**src/verilog/oprc_pkg.sv**
```systemverilog
package oprc_pkg;

   // Register bus geometry.
   localparam int ADDR_W = 8;
   localparam int DATA_W = 32;

   // Register byte addresses, one aligned word each.
   localparam logic [ADDR_W-1:0] ADDR_CONTROL = 8'h00;
   localparam logic [ADDR_W-1:0] ADDR_OFFSET = 8'h04;
   localparam logic [ADDR_W-1:0] ADDR_RESET = 8'h08;
   localparam logic [ADDR_W-1:0] ADDR_STATUS = 8'h0c;

   // Control register fields.
   localparam int CTL_CHIP_SLEEP = 0;
   localparam int CTL_FRONT_END_SLEEP = 1;
   localparam int CTL_CONVERTER_SLEEP = 2;
   localparam int CTL_OUTPUT_DRIVE = 3;
   localparam int CTL_FLOOR_CLIP = 4;
   localparam int CTL_BLANK_FORCE = 5;
   localparam int CTL_W = 6;
   localparam logic [CTL_W-1:0] CTL_RESET_VALUE = 6'h38;

   // Reset register and status register fields.
   localparam int RST_BIT = 0;
   localparam int STS_SLEEPING = 0;
   localparam int STS_BUS_DRIVEN = 1;
   localparam int STS_FRONT_END_OFF = 2;
   localparam int STS_CONVERTER_OFF = 3;
   localparam int STS_LEVEL_LSB = 8;

   // Data path widths and reset values.
   localparam int CODE_W = 12;
   localparam int OFFSET_W = 8;
   localparam logic [OFFSET_W-1:0] OFFSET_RESET_VALUE = 8'h00;
   localparam int FIFO_DEPTH = 8;
   localparam int LEVEL_W = $clog2(FIFO_DEPTH + 1);

   // Pin synchroniser lanes and their idle levels.
   localparam int PIN_W = 3;
   localparam int PIN_SLEEP = 0;
   localparam int PIN_OE_N = 1;
   localparam int PIN_PREBLANK = 2;
   localparam logic [PIN_W-1:0] PIN_IDLE = 3'h2;

   // Timing of the self-clearing soft reset.
   localparam int CLOCK_PERIOD_NS = 100;
   localparam int SOFT_RESET_NS = 10;
   localparam int SOFT_RESET_CYCLES = (SOFT_RESET_NS / CLOCK_PERIOD_NS < 1) ? 1 : SOFT_RESET_NS / CLOCK_PERIOD_NS;
   localparam int SRC_W = 4;

   // Soft reset sequencer states.
   typedef enum logic [1:0]
   {
      SR_IDLE = 2'h1,
      SR_ACTIVE = 2'h2
   } oprc_sr_state_t;

endpackage : oprc_pkg

```
**src/verilog/oprc_sync.sv**
```systemverilog
`timescale 1ns/1ns
module oprc_sync #(
   parameter int WIDTH = 1,
   parameter logic [WIDTH-1:0] INIT = '0
) (
   // Clock and reset.
   input wire logic clock,
   input wire logic rst_n,
   // Raw pins and their filtered copy.
   input wire logic [WIDTH-1:0] pin,
   output logic [WIDTH-1:0] level
);

   logic [WIDTH-1:0] stage1;
   logic [WIDTH-1:0] stage2;
   logic [WIDTH-1:0] stage3;

   // Three flops; the first feeds only the second so metastability stays contained.
   always_ff @(posedge clock or negedge rst_n)
   begin
      if (!rst_n)
      begin
         stage1 <= INIT;
         stage2 <= INIT;
         stage3 <= INIT;
      end
      else
      begin
         stage1 <= pin;
         stage2 <= stage1;
         stage3 <= stage2;
      end
   end

   // A lane only changes once the second and third stages agree, filtering one-cycle glitches.
   always_ff @(posedge clock or negedge rst_n)
   begin
      if (!rst_n)
         level <= INIT;
      else
         level <= (stage2 & stage3) | (level & (stage2 | stage3));
   end

endmodule : oprc_sync

```
**src/verilog/oprc_fifo.sv**
```systemverilog
`timescale 1ns/1ns
module oprc_fifo #(
   parameter int WIDTH = 12,
   parameter int DEPTH = 8
) (
   // Clock, reset and synchronous flush.
   input wire logic clock,
   input wire logic rst_n,
   input wire logic flush,
   // Filling side.
   input wire logic in_valid,
   input wire logic [WIDTH-1:0] in_data,
   output logic in_ready,
   // Draining side.
   output logic out_valid,
   output logic [WIDTH-1:0] out_data,
   input wire logic out_ready,
   // Fill level.
   output logic [$clog2(DEPTH+1)-1:0] level
);

   localparam int PTR_W = $clog2(DEPTH);
   localparam int CNT_W = $clog2(DEPTH + 1);
   localparam logic [PTR_W-1:0] PTR_LAST = PTR_W'(DEPTH - 1);
   localparam logic [CNT_W-1:0] CNT_FULL = CNT_W'(DEPTH);

   logic [WIDTH-1:0] mem [DEPTH];
   logic [PTR_W-1:0] wr_ptr;
   logic [PTR_W-1:0] rd_ptr;
   logic [CNT_W-1:0] next_level;
   logic push;
   logic pop;

   // Handshakes on both sides; out_valid is honest because it follows the level.
   assign out_valid = (level != '0);
   assign out_data = mem[rd_ptr];
   assign push = in_valid && in_ready;
   assign pop = out_valid && out_ready;

   // Next fill level from the two handshakes.
   always_comb
   begin
      next_level = level;
      if (push && !pop)
         next_level = level + CNT_W'(1);
      else if (pop && !push)
         next_level = level - CNT_W'(1);
   end

   // Storage needs no reset; the pointers and the level define what is valid.
   always_ff @(posedge clock)
   begin
      if (push)
         mem[wr_ptr] <= in_data;
   end

   // Pointers, level and a registered ready so the filling side sees a clean flop.
   always_ff @(posedge clock or negedge rst_n)
   begin
      if (!rst_n)
      begin
         wr_ptr <= '0;
         rd_ptr <= '0;
         level <= '0;
         in_ready <= 1'b1;
      end
      else if (flush)
      begin
         wr_ptr <= '0;
         rd_ptr <= '0;
         level <= '0;
         in_ready <= 1'b1;
      end
      else
      begin
         if (push)
            wr_ptr <= (wr_ptr == PTR_LAST) ? '0 : wr_ptr + PTR_W'(1);
         if (pop)
            rd_ptr <= (rd_ptr == PTR_LAST) ? '0 : rd_ptr + PTR_W'(1);
         level <= next_level;
         in_ready <= (next_level != CNT_FULL);
      end
   end

endmodule : oprc_fifo

```
**src/verilog/oprc_top.sv**
```systemverilog
// Behaviour
// - Sleep when the sleep pin is high or the chip sleep bit is one.
// - Asleep, analog blocks are off and the pixel code bus floats.
// - Every register keeps its value through sleep.
// - Neither sleep source resets any register.
// - The register port keeps working while asleep.
// - Front-end and converter sleep bits each switch off only their stage.
// - Bus driven only with the drive bit high and enable pin low.
// - Enable controls touch only the drivers; calibration data keeps flowing.
// - Power-up reset loads defaults into every register.
// - Writing one to the reset bit resets the chip; bit then self-clears.
// - Reset pin low holds reset; release when high; pin pulled up externally here.
// - With floor clip on, codes below the black offset rise to it.
// - Floor clipping affects only the output; calibration tap stays unclipped.
// - With blank force on and preblank active, the bus shows the offset.
//
// Design decisions made here: the register addresses and the plain strobed port.
`timescale 1ns/1ns
module oprc_top
   import oprc_pkg::*;
(
   // Clock and active-low reset pin.
   input wire logic clock,
   input wire logic arst_n,
   // Register port.
   input wire logic [ADDR_W-1:0] reg_addr,
   input wire logic [DATA_W-1:0] reg_wdata,
   input wire logic reg_write,
   input wire logic reg_read,
   output logic [DATA_W-1:0] reg_rdata,
   // Asynchronous control pins.
   input wire logic sleep_request_pin,
   input wire logic output_enable_pin_n,
   input wire logic preblank_strobe,
   // Samples from the converter.
   input wire logic conv_valid,
   input wire logic [CODE_W-1:0] conv_code,
   output logic conv_ready,
   // Pixel code bus towards the image processor.
   output logic [CODE_W-1:0] pixel_code_bus,
   output logic pixel_code_oe_n,
   output logic pixel_valid,
   input wire logic pixel_ready,
   // Unclipped tap for the black-level calibration.
   output logic [CODE_W-1:0] cal_code,
   output logic cal_valid,
   // Power controls for the analog stages.
   output logic front_end_off,
   output logic converter_off
);

   ////////////////////////////////////////////////////////////////////////////
   // Reset release and soft reset.

   // Reset synchroniser flops and the soft reset sequencer state.
   logic rst_meta_n;
   logic rst_n;
   logic soft_reset;
   logic [SRC_W-1:0] soft_count;
   oprc_sr_state_t sr_state;
   logic reset_bit_write;

   // The pin reset asserts at once but releases through two flops to avoid a ragged release.
   always_ff @(posedge clock or negedge arst_n)
   begin
      if (!arst_n)
      begin
         rst_meta_n <= 1'b0;
         rst_n <= 1'b0;
      end
      else
      begin
         rst_meta_n <= 1'b1;
         rst_n <= rst_meta_n;
      end
   end

   // Only a one in the reset bit starts a soft reset; writing zero is harmless.
   assign reset_bit_write = reg_write && (reg_addr == ADDR_RESET) && reg_wdata[RST_BIT];

   // A write of one to the reset bit holds a synchronous chip reset for the self-clear time.
   // The figure is far below one clock period, so the pulse lasts one cycle.
   always_ff @(posedge clock or negedge rst_n)
   begin
      if (!rst_n)
      begin
         sr_state <= SR_IDLE;
         soft_count <= '0;
         soft_reset <= 1'b0;
      end
      else
      begin
         unique case (sr_state)
            SR_IDLE:
            begin
               if (reset_bit_write)
               begin
                  sr_state <= SR_ACTIVE;
                  soft_count <= SRC_W'(SOFT_RESET_CYCLES - 1);
                  soft_reset <= 1'b1;
               end
            end
            SR_ACTIVE:
            begin
               if (soft_count == '0)
               begin
                  sr_state <= SR_IDLE;
                  soft_reset <= 1'b0;
               end
               else
                  soft_count <= soft_count - SRC_W'(1);
            end
            default:
            begin
               sr_state <= SR_IDLE;
               soft_reset <= 1'b0;
            end
         endcase
      end
   end

   ////////////////////////////////////////////////////////////////////////////
   // Pin synchronisation.

   // Filtered copies of the three asynchronous pins.
   logic [PIN_W-1:0] pins_level;
   logic sleep_pin;
   logic oe_pin_n;
   logic preblank;

   oprc_sync #(
      .WIDTH(PIN_W),
      .INIT(PIN_IDLE)
   ) u_pin_sync (
      .clock(clock),
      .rst_n(rst_n),
      .pin({preblank_strobe, output_enable_pin_n, sleep_request_pin}),
      .level(pins_level)
   );

   // Split the filtered lanes back into named levels.
   assign sleep_pin = pins_level[PIN_SLEEP];
   assign oe_pin_n = pins_level[PIN_OE_N];
   assign preblank = pins_level[PIN_PREBLANK];

   ////////////////////////////////////////////////////////////////////////////
   // Control and offset registers.

   // Control word, offset and the fields decoded from them.
   logic [CTL_W-1:0] control;
   logic [OFFSET_W-1:0] black_offset_code;
   logic chip_sleep_bit;
   logic front_end_sleep_bit;
   logic converter_sleep_bit;
   logic output_drive_bit;
   logic floor_clip_enable;
   logic blank_output_force;
   logic sleeping;

   assign chip_sleep_bit = control[CTL_CHIP_SLEEP];
   assign front_end_sleep_bit = control[CTL_FRONT_END_SLEEP];
   assign converter_sleep_bit = control[CTL_CONVERTER_SLEEP];
   assign output_drive_bit = control[CTL_OUTPUT_DRIVE];
   assign floor_clip_enable = control[CTL_FLOOR_CLIP];
   assign blank_output_force = control[CTL_BLANK_FORCE];

   // Either source puts the chip to sleep.
   assign sleeping = sleep_pin || chip_sleep_bit;

   // Only the resets load defaults; sleep never touches these, and writes land even while asleep.
   always_ff @(posedge clock or negedge rst_n)
   begin
      if (!rst_n)
         control <= CTL_RESET_VALUE;
      else if (soft_reset)
         control <= CTL_RESET_VALUE;
      else if (reg_write && (reg_addr == ADDR_CONTROL))
         control <= reg_wdata[CTL_W-1:0];
   end

   // Black offset register, with the same retention as the control word.
   always_ff @(posedge clock or negedge rst_n)
   begin
      if (!rst_n)
         black_offset_code <= OFFSET_RESET_VALUE;
      else if (soft_reset)
         black_offset_code <= OFFSET_RESET_VALUE;
      else if (reg_write && (reg_addr == ADDR_OFFSET))
         black_offset_code <= reg_wdata[OFFSET_W-1:0];
   end

   ////////////////////////////////////////////////////////////////////////////
   // Sample buffer.

   // Draining side of the buffer as seen by the output path.
   logic fifo_valid;
   logic [CODE_W-1:0] fifo_code;
   logic [LEVEL_W-1:0] fifo_level;
   logic pop;

   // The buffer stalls the converter through conv_ready when the processor holds off.
   oprc_fifo #(
      .WIDTH(CODE_W),
      .DEPTH(FIFO_DEPTH)
   ) u_fifo (
      .clock(clock),
      .rst_n(rst_n),
      .flush(soft_reset),
      .in_valid(conv_valid),
      .in_data(conv_code),
      .in_ready(conv_ready),
      .out_valid(fifo_valid),
      .out_data(fifo_code),
      .out_ready(pixel_ready),
      .level(fifo_level)
   );

   // A word leaves the buffer only when the processor takes it.
   assign pop = fifo_valid && pixel_ready;

   ////////////////////////////////////////////////////////////////////////////
   // Output code path.

   // Widened offset and the code chosen for the next output word.
   logic [CODE_W-1:0] offset_wide;
   logic [CODE_W-1:0] next_code;
   logic force_now;

   // The offset is unsigned; widening with zeros keeps the compare honest.
   assign offset_wide = {{(CODE_W - OFFSET_W){1'b0}}, black_offset_code};
   assign force_now = blank_output_force && preblank;

   // Forcing during preblank wins over clipping; the word popped then is dropped as it carries no image.
   always_comb
   begin
      next_code = fifo_code;
      if (force_now)
         next_code = offset_wide;
      else if (floor_clip_enable && (fifo_code < offset_wide))
         next_code = offset_wide;
   end

   // The output register updates on this clock only, so forced and clipped codes share one timing.
   always_ff @(posedge clock or negedge rst_n)
   begin
      if (!rst_n)
      begin
         pixel_code_bus <= '0;
         pixel_valid <= 1'b0;
      end
      else if (soft_reset)
      begin
         pixel_code_bus <= '0;
         pixel_valid <= 1'b0;
      end
      else
      begin
         if (pop || force_now)
            pixel_code_bus <= next_code;
         pixel_valid <= pop || force_now;
      end
   end

   // The calibration tap sees raw samples and keeps running whether or not the bus floats.
   always_ff @(posedge clock or negedge rst_n)
   begin
      if (!rst_n)
      begin
         cal_code <= '0;
         cal_valid <= 1'b0;
      end
      else if (soft_reset)
      begin
         cal_code <= '0;
         cal_valid <= 1'b0;
      end
      else
      begin
         if (pop)
            cal_code <= fifo_code;
         cal_valid <= pop;
      end
   end

   ////////////////////////////////////////////////////////////////////////////
   // Driver enable and power controls.

   // Drivers need the drive bit, the enable pin low and no sleep; nothing else depends on them.
   always_ff @(posedge clock or negedge rst_n)
   begin
      if (!rst_n)
         pixel_code_oe_n <= 1'b1;
      else
         pixel_code_oe_n <= !(output_drive_bit && !oe_pin_n && !sleeping);
   end

   // Chip sleep switches off both stages; each test bit switches off only its own.
   always_ff @(posedge clock or negedge rst_n)
   begin
      if (!rst_n)
      begin
         front_end_off <= 1'b0;
         converter_off <= 1'b0;
      end
      else
      begin
         front_end_off <= sleeping || front_end_sleep_bit;
         converter_off <= sleeping || converter_sleep_bit;
      end
   end

   ////////////////////////////////////////////////////////////////////////////
   // Register read port.

   // Snapshot of live state offered to software.
   logic [DATA_W-1:0] status_word;

   // Live state for software, including the buffer level.
   always_comb
   begin
      status_word = '0;
      status_word[STS_SLEEPING] = sleeping;
      status_word[STS_BUS_DRIVEN] = !pixel_code_oe_n;
      status_word[STS_FRONT_END_OFF] = front_end_off;
      status_word[STS_CONVERTER_OFF] = converter_off;
      status_word[STS_LEVEL_LSB +: LEVEL_W] = fifo_level;
   end

   // Read data stands for exactly the cycle after the strobe; unmapped addresses read zero.
   always_ff @(posedge clock or negedge rst_n)
   begin
      if (!rst_n)
         reg_rdata <= '0;
      else if (reg_read)
      begin
         unique case (reg_addr)
            ADDR_CONTROL: reg_rdata <= {{(DATA_W - CTL_W){1'b0}}, control};
            ADDR_OFFSET: reg_rdata <= {{(DATA_W - OFFSET_W){1'b0}}, black_offset_code};
            ADDR_RESET: reg_rdata <= {{(DATA_W - 1){1'b0}}, soft_reset};
            ADDR_STATUS: reg_rdata <= status_word;
            default: reg_rdata <= '0;
         endcase
      end
      else
         reg_rdata <= '0;
   end

endmodule : oprc_top

```
**config.mk**
```make
export PLATFORM = sky130hd
export DESIGN_NAME = oprc_top
export DESIGN_NICKNAME = d
export VERILOG_FILES = /design/src/verilog/oprc_pkg.sv /design/src/verilog/oprc_sync.sv /design/src/verilog/oprc_fifo.sv /design/src/verilog/oprc_top.sv
export SDC_FILE = /design/constraint.sdc
export NUM_CORES = 1
export LEC_CHECK = 0
export BUFFER_PORTS_ARGS = -buffer_cell sky130_fd_sc_hd__buf_2
export CELL_PAD_IN_SITES_DETAIL_PLACEMENT = 1
export CELL_PAD_IN_SITES_GLOBAL_PLACEMENT = 2
export CORE_MARGIN = 5
export CORE_UTILIZATION = 43
export CTS_BUF_LIST = sky130_fd_sc_hd__clkbuf_8
export DETAILED_ROUTE_END_ITERATION = 10
export PLACE_DENSITY = 0.89
export SLEW_MARGIN = 10
export SYNTH_ARGS = -nofsm -noshare
export SYNTH_HDL_FRONTEND = slang
export SYNTH_SLANG_ARGS = --single-unit
export TNS_END_PERCENT = 1
```
**constraint.sdc**
```tcl
create_clock -name clock -period 8.48 [get_ports clock]
set_clock_uncertainty 0.2 [all_clocks]
set_input_delay 1.696 -clock clock [delete_from_list [all_inputs] [get_ports clock]]
set_output_delay 1.696 -clock clock [all_outputs]
set_load 0.05 [all_outputs]
```
# Yosys cells after proc, flatten, opt, wreduce, memory -nomap -nowiden
# Memory sizes are Yosys's and may differ from the RTL's.
# Cells that the tools add are included.
# word_totals
n_memories,1
output_inout_bits,62
regBits,87
mem_bits_rw,96
elab_cells,113
# op_classes
n_reduce_logical,33
eq_ne,11
mux,35
n_addsub,5
bitwise_logic,4
magnitude_cmp,1
# memory_table
memory,depth,word_bits,read_ports,rd_ports_with_merged_regs,write_ports,line,source
u_fifo.mem,8,12,1,0,1,oprc_fifo.sv:27,logic [WIDTH-1:0] mem [DEPTH];
# ops
op,count
$mux 12,7
$pmux 12 s4,1
$mux 4,5
$mux 3,6
$eq 8x4->1 const B,2
$mux 8,2
$logic_and 1x1->1,12
$lt 12x8->1,1
$mux 6,2
$reduce_bool 2->1,6
$eq 8x3->1 const B,1
$logic_not 8->1,1
$pmux 4 s2,1
$sub 4x1->4 const B,2
$mux 1,7
$add 3x1->3 const B,2
$and 3x3->3,2
$eq 3x3->1 const B,2
$logic_not 1->1,6
$ne 2x2->1 const B,3
$or 3x3->3,2
$add 4x1->4 const B,1
$logic_not 4->1,1
$logic_or 1x1->1,4
other kinds (9),10

# Longest topological paths before layout
# depth
word_depth,7
depth_mapped,13

# Cells and area by module
# Synthesis repeated with hierarchy kept, for this count alone.
# hier_totals
hier_cells,547
hier_area_um2,7764.9
# modules_own_cells
mod,area_each_um2,cells_per_inst,seq_area_each_um2,instances
oprc_fifo,4310.4,222,3159.3,1
oprc_top,3115.5,310,1582.8,1
oprc_sync,339.1,15,305.3,1

# Worst setup path after synthesis
# OpenSTA, ideal clock, no wires.
# synth_path
path_kind,flip-flop to flip-flop
start,register u_fifo.rd_ptr[0]
end,register pixel_code_bus[0]
stages_incl_launch_ff,14
path_buffers,4
required_time_ns,8.176
setup_time_ns,0.104
path_slack_ns,4.680
t_arrival_ns,3.496
synth_period_minus_slack_ns,3.800
path_cell_list,dfrtp_1 -> buf_4 -> buf_1 -> buf_2 -> mux4_2 -> mux2i_1 -> inv_1 -> ha_1 -> a21o_1 -> a21oi_1 -> o2111ai_1 -> or2_0 -> buf_2 -> o311ai_1
# synth_between
elab_chain_len,7
# synth_rtl
element,line,source
from (decl),oprc_fifo.sv:29,logic [PTR_W-1:0] rd_ptr;
from (signal assigned),oprc_fifo.sv:79,rd_ptr <= (rd_ptr == PTR_LAST) ? '0 : rd_ptr + PTR_W'(1);
$mem_v2 8x12 *,-,
$lt 12x8->1,oprc_top.sv:239,else if (floor_clip_enable && (fifo_code < offset_wide))
$logic_and 1x1->1,oprc_top.sv:239,
$mux 12 *,oprc_top.sv:239,
$mux 12 *,oprc_top.sv:237,if (force_now)
$mux 12 *,oprc_top.sv:258,if (pop || force_now)
$mux 12 *,oprc_top.sv:251,else if (soft_reset)
to (signal assigned),oprc_top.sv:259,pixel_code_bus <= next_code;
to (decl),oprc_top.sv:40,"output logic [CODE_W-1:0] pixel_code_bus,"
# Every way passes the cells marked *; elsewhere a longest branch is shown, timed or not. The select of a mux whose other input is x is not followed.
# A chain may end at the register's enable or synchronous reset.

# Worst setup path after layout
# layout_path
start,register u_fifo.rd_ptr[0]
end,register pixel_code_bus[4]
# Same word-level chain as after synthesis.

==> run_results.csv <==
group,metric,value,unit
clock_network,htreeDepth,4,
setup_path,critPathArrivalTime,4.05,ns
sta,drv_slew,0,
routing,drt_iter0_markers,245,
routing,viasPerCell,5.42,
min_path,worstHoldStart,"u_pin_sync.stage1[0]$_DFF_PN0_",
grt,grt_start_max_net_pins,85,
synthesis,synth-edff-count,96,
placement,dp_slack,4.64,ns
placement,place_area,0.00831,mm2
power,ir_drop,0.000225,V
die,die_width,144,um
setup_path,timing.reg2reg.setup_slack,4.58,ns
final_layout,num_antenna_cells,0,
routing,wl,18000,um
synthesis,avgSynthCellArea,13.6,um2
synthesis,syn_inst,569,
clock_network,cts_tree,"built",
min_path,whs_path_depth,0,
sta,slew_headroom,0.170,
setup_path,criticalPathCategory,"reg -> reg",
clock_network,numCtsBuffers,17,
placement,io_buffers,78,
synthesis,yosys_most_used_dff,"edfxtp_1",
power,power.leakage,3.56,nW
setup_path,cp-end-kind,"register",
synthesis,synth_area_leaders,"edfxtp_1 37%, dfrtp_1 25%, mux4_2 6.4%",
synthesis,ys_ff_latch,182,
sta,hold_violations,0,
clock_network,clock_latency,0.47,ns
min_path,min_path_type,"reg -> reg",
sta,fmax,257,MHz
sta,setup_slack,4.58,ns
synthesis,yosysSeqAreaShare,0.653,
grt,globalRouteOverflowTotal,0,
clock_network,clk_pin_slew_worst_paths,0.10,ns
synthesis,syn_area,0.00773,mm2
setup_path,startpoint,"u_fifo.rd_ptr[0]$_DFFE_PN0P_",
outcome,status,"completed",
clock_network,cts_hold_buf,0,
routing,ant_nets,0,
setup_path,reg2regPathDepth,10,
die,die_h,144,um
sta,setup_tns,0,ns
final_layout,final_util,0.489,
die,dieArea,0.0208,mm2
routing,post-route-drc-count,0,
synthesis,synth-async-reset-ratio,0.473,
clock_network,cts.sinks,182,
final_layout,fillers,1840,
setup_path,crit_path_start_kind,"register",
power,finalPower,2.81,mW
setup_path,critPathMaxFanout,28,
synthesis,yosysTopAreaCellShare,0.373,
routing,routedWlPerCell,20.1,um
setup_path,required,8.64,ns
placement,gp_congestion,0.886,
flow_run,cap_violations,0,
die,core,0.0178,mm2
final_layout,drive_gt1_frac,0.241,
grt,grt_pass1_vias,5185,
sta,period_share,0.460,
grt,antenna_found_initial,2,
final_layout,fin_area,0.00873,mm2
clock_network,cts_resized,0,
final_layout,synthToLayoutAreaGrowth,12.9,%
routing,vias,4839,
sta,setup_violations,0,
min_path,min_to,"u_pin_sync.stage2[0]$_DFF_PN0_",
synthesis,yosysTopAreaCell,"edfxtp_1",
synthesis,yosysUniqueCellTypes,47,
final_layout,nets,725,
sta,rsz0062_at_grt,"false",
clock_network,cts_setup_buffers,0,
routing,drt-pass1-iter-count,4,
setup_path,timing.rr.start,"u_fifo.rd_ptr[0]$_DFFE_PN0P_",
placement,dp_hpwl,12400,um
clock_network,root_buffer,"clkbuf_8",
synthesis,yosysWarnings,0,
die,initial_core_util,0.433,
grt,track_usage,0.180,
sta,tightest_slew,1.23,ns
grt,grt_pass1_wl,28400,um
power,p_per_area,322,mW/mm2
die,io_pins,123,
sta,fin_crit,3.90,ns
setup_path,r2r_end,"pixel_code_bus[4]$_DFFE_PN0P_",
clock_network,clk_path_buf_depth,2,
die,num_rows,49,
## sequential cells by signal (all words and copies together), names as in the netlist, 4 cells and up
register	flops
soft_count	4
black_offset_code	8
pixel_code_bus	12
u_fifo.mem	96
reg_rdata	12
control	6
u_fifo.level	4
cal_code	12
## critical path, stage by stage (launching register included)
cell and delay, ns:
dfrtp_1 0.34, buf_4 0.43, mux4_2 0.57, mux2i_1 0.34
inv_1 0.13, ha_1 0.31, a21o_1 0.16, a21oi_1 0.19
o2111ai_1 0.32, or2_0 0.49, o311ai_1 0.31
## per-stage QoR
step,hold slack [ns],std cells
after global placement,0.138,860
after CTS,0.160,892
final,0.157,892
after floorplan,0.131,588
after detailed placement,0.137,860
after global routing,0.168,892
## layer usage
layer  wire length [um]  track usage  part of all wire  vias to the layer above
met1               7210        0.212              0.40                     2470
met5                 14            0           0.00078                        -
li1                   -            -                 -                     2200
met2               9410        0.320              0.52                      134
met4                331       0.0540             0.018                        4
met3                999       0.0529             0.056                       31
## cells in the final DEF (no fill, tap or decap), drive strengths merged, types with 17 or more instances in the layout
master  netlist  final
a21oi        19     19
buf          31     89
clkbuf       15     17
conb          2     21
dfrtp        76     76
edfxtp       96     96
inv          29     35
mux2i        28     28
mux4         22     22
nand2        46     46
nor2         57     57
## Yosys cell counts (2+ instances only)
master,number
edfxtp_1,96
dfrtp_1,76
nor2_1,57
nand2_1,46
inv_1,29
mux2i_1,28
mux4_2,22
buf_4,21
a21oi_1,19
clkbuf_1,15
ha_1,14
o21ai_0,14
nor3_1,12
a211oi_1,10
dfstp_2,10
o22ai_1,10
o311ai_1,8
a32oi_1,7
buf_2,6
nand3_1,6
xnor2_1,6
mux2_2,5
nand2b_1,5
or3_1,5
and2_1,4
buf_1,4
nand4_1,4
maj3_1,3
nand3b_1,3
a22oi_1,2
and3_1,2
conb_1,2
nor2b_1,2
o2111ai_1,2
o31ai_1,2
## layout make-up
class                           count  area [um2]  area share
Inverter                           29         109      0.0125
Sequential cell                   182        5050       0.579
Tap cell                          229         287      0.0328
Multi-Input combinational cell    331        2390       0.273
Timing Repair Buffer               89         473      0.0542
Clock buffer                       17         234      0.0268
Clock inverter                     15         189      0.0216
## where the power goes
group          switching (mW)  leakage [nW]  internal, mW  total [mW]
Clock                   0.343         0.205         0.275       0.619
Combinational           0.660          1.41         0.341        1.00
Sequential              0.105          1.95          1.09        1.19
Total                    1.11          3.56          1.71        2.81
## logic make-up after synthesis
family	count (synthesis)	share of synthesized area
AO/OA/AOI/OAI	82	0.0712
XOR/XNOR	6	0.00680
adder cells (fa/ha/maj)	17	0.0265
buffers and inverters	75	0.0476
flip-flops	182	0.653
multiplexers	55	0.108
other	2	0.000971
AND/OR/NAND/NOR	150	0.0864
## worst max-delay path by stage
stage                                          to
CTS                 pixel_code_bus[4]$_DFFE_PN0P_
floorplan           pixel_code_bus[0]$_DFFE_PN0P_
global placement           control[1]$_DFFE_PN0P_
global route        pixel_code_bus[7]$_DFFE_PN0P_
detailed placement  pixel_code_bus[4]$_DFFE_PN0P_
finish              pixel_code_bus[4]$_DFFE_PN0P_
Note: power is estimated with default switching activity, not from simulation.
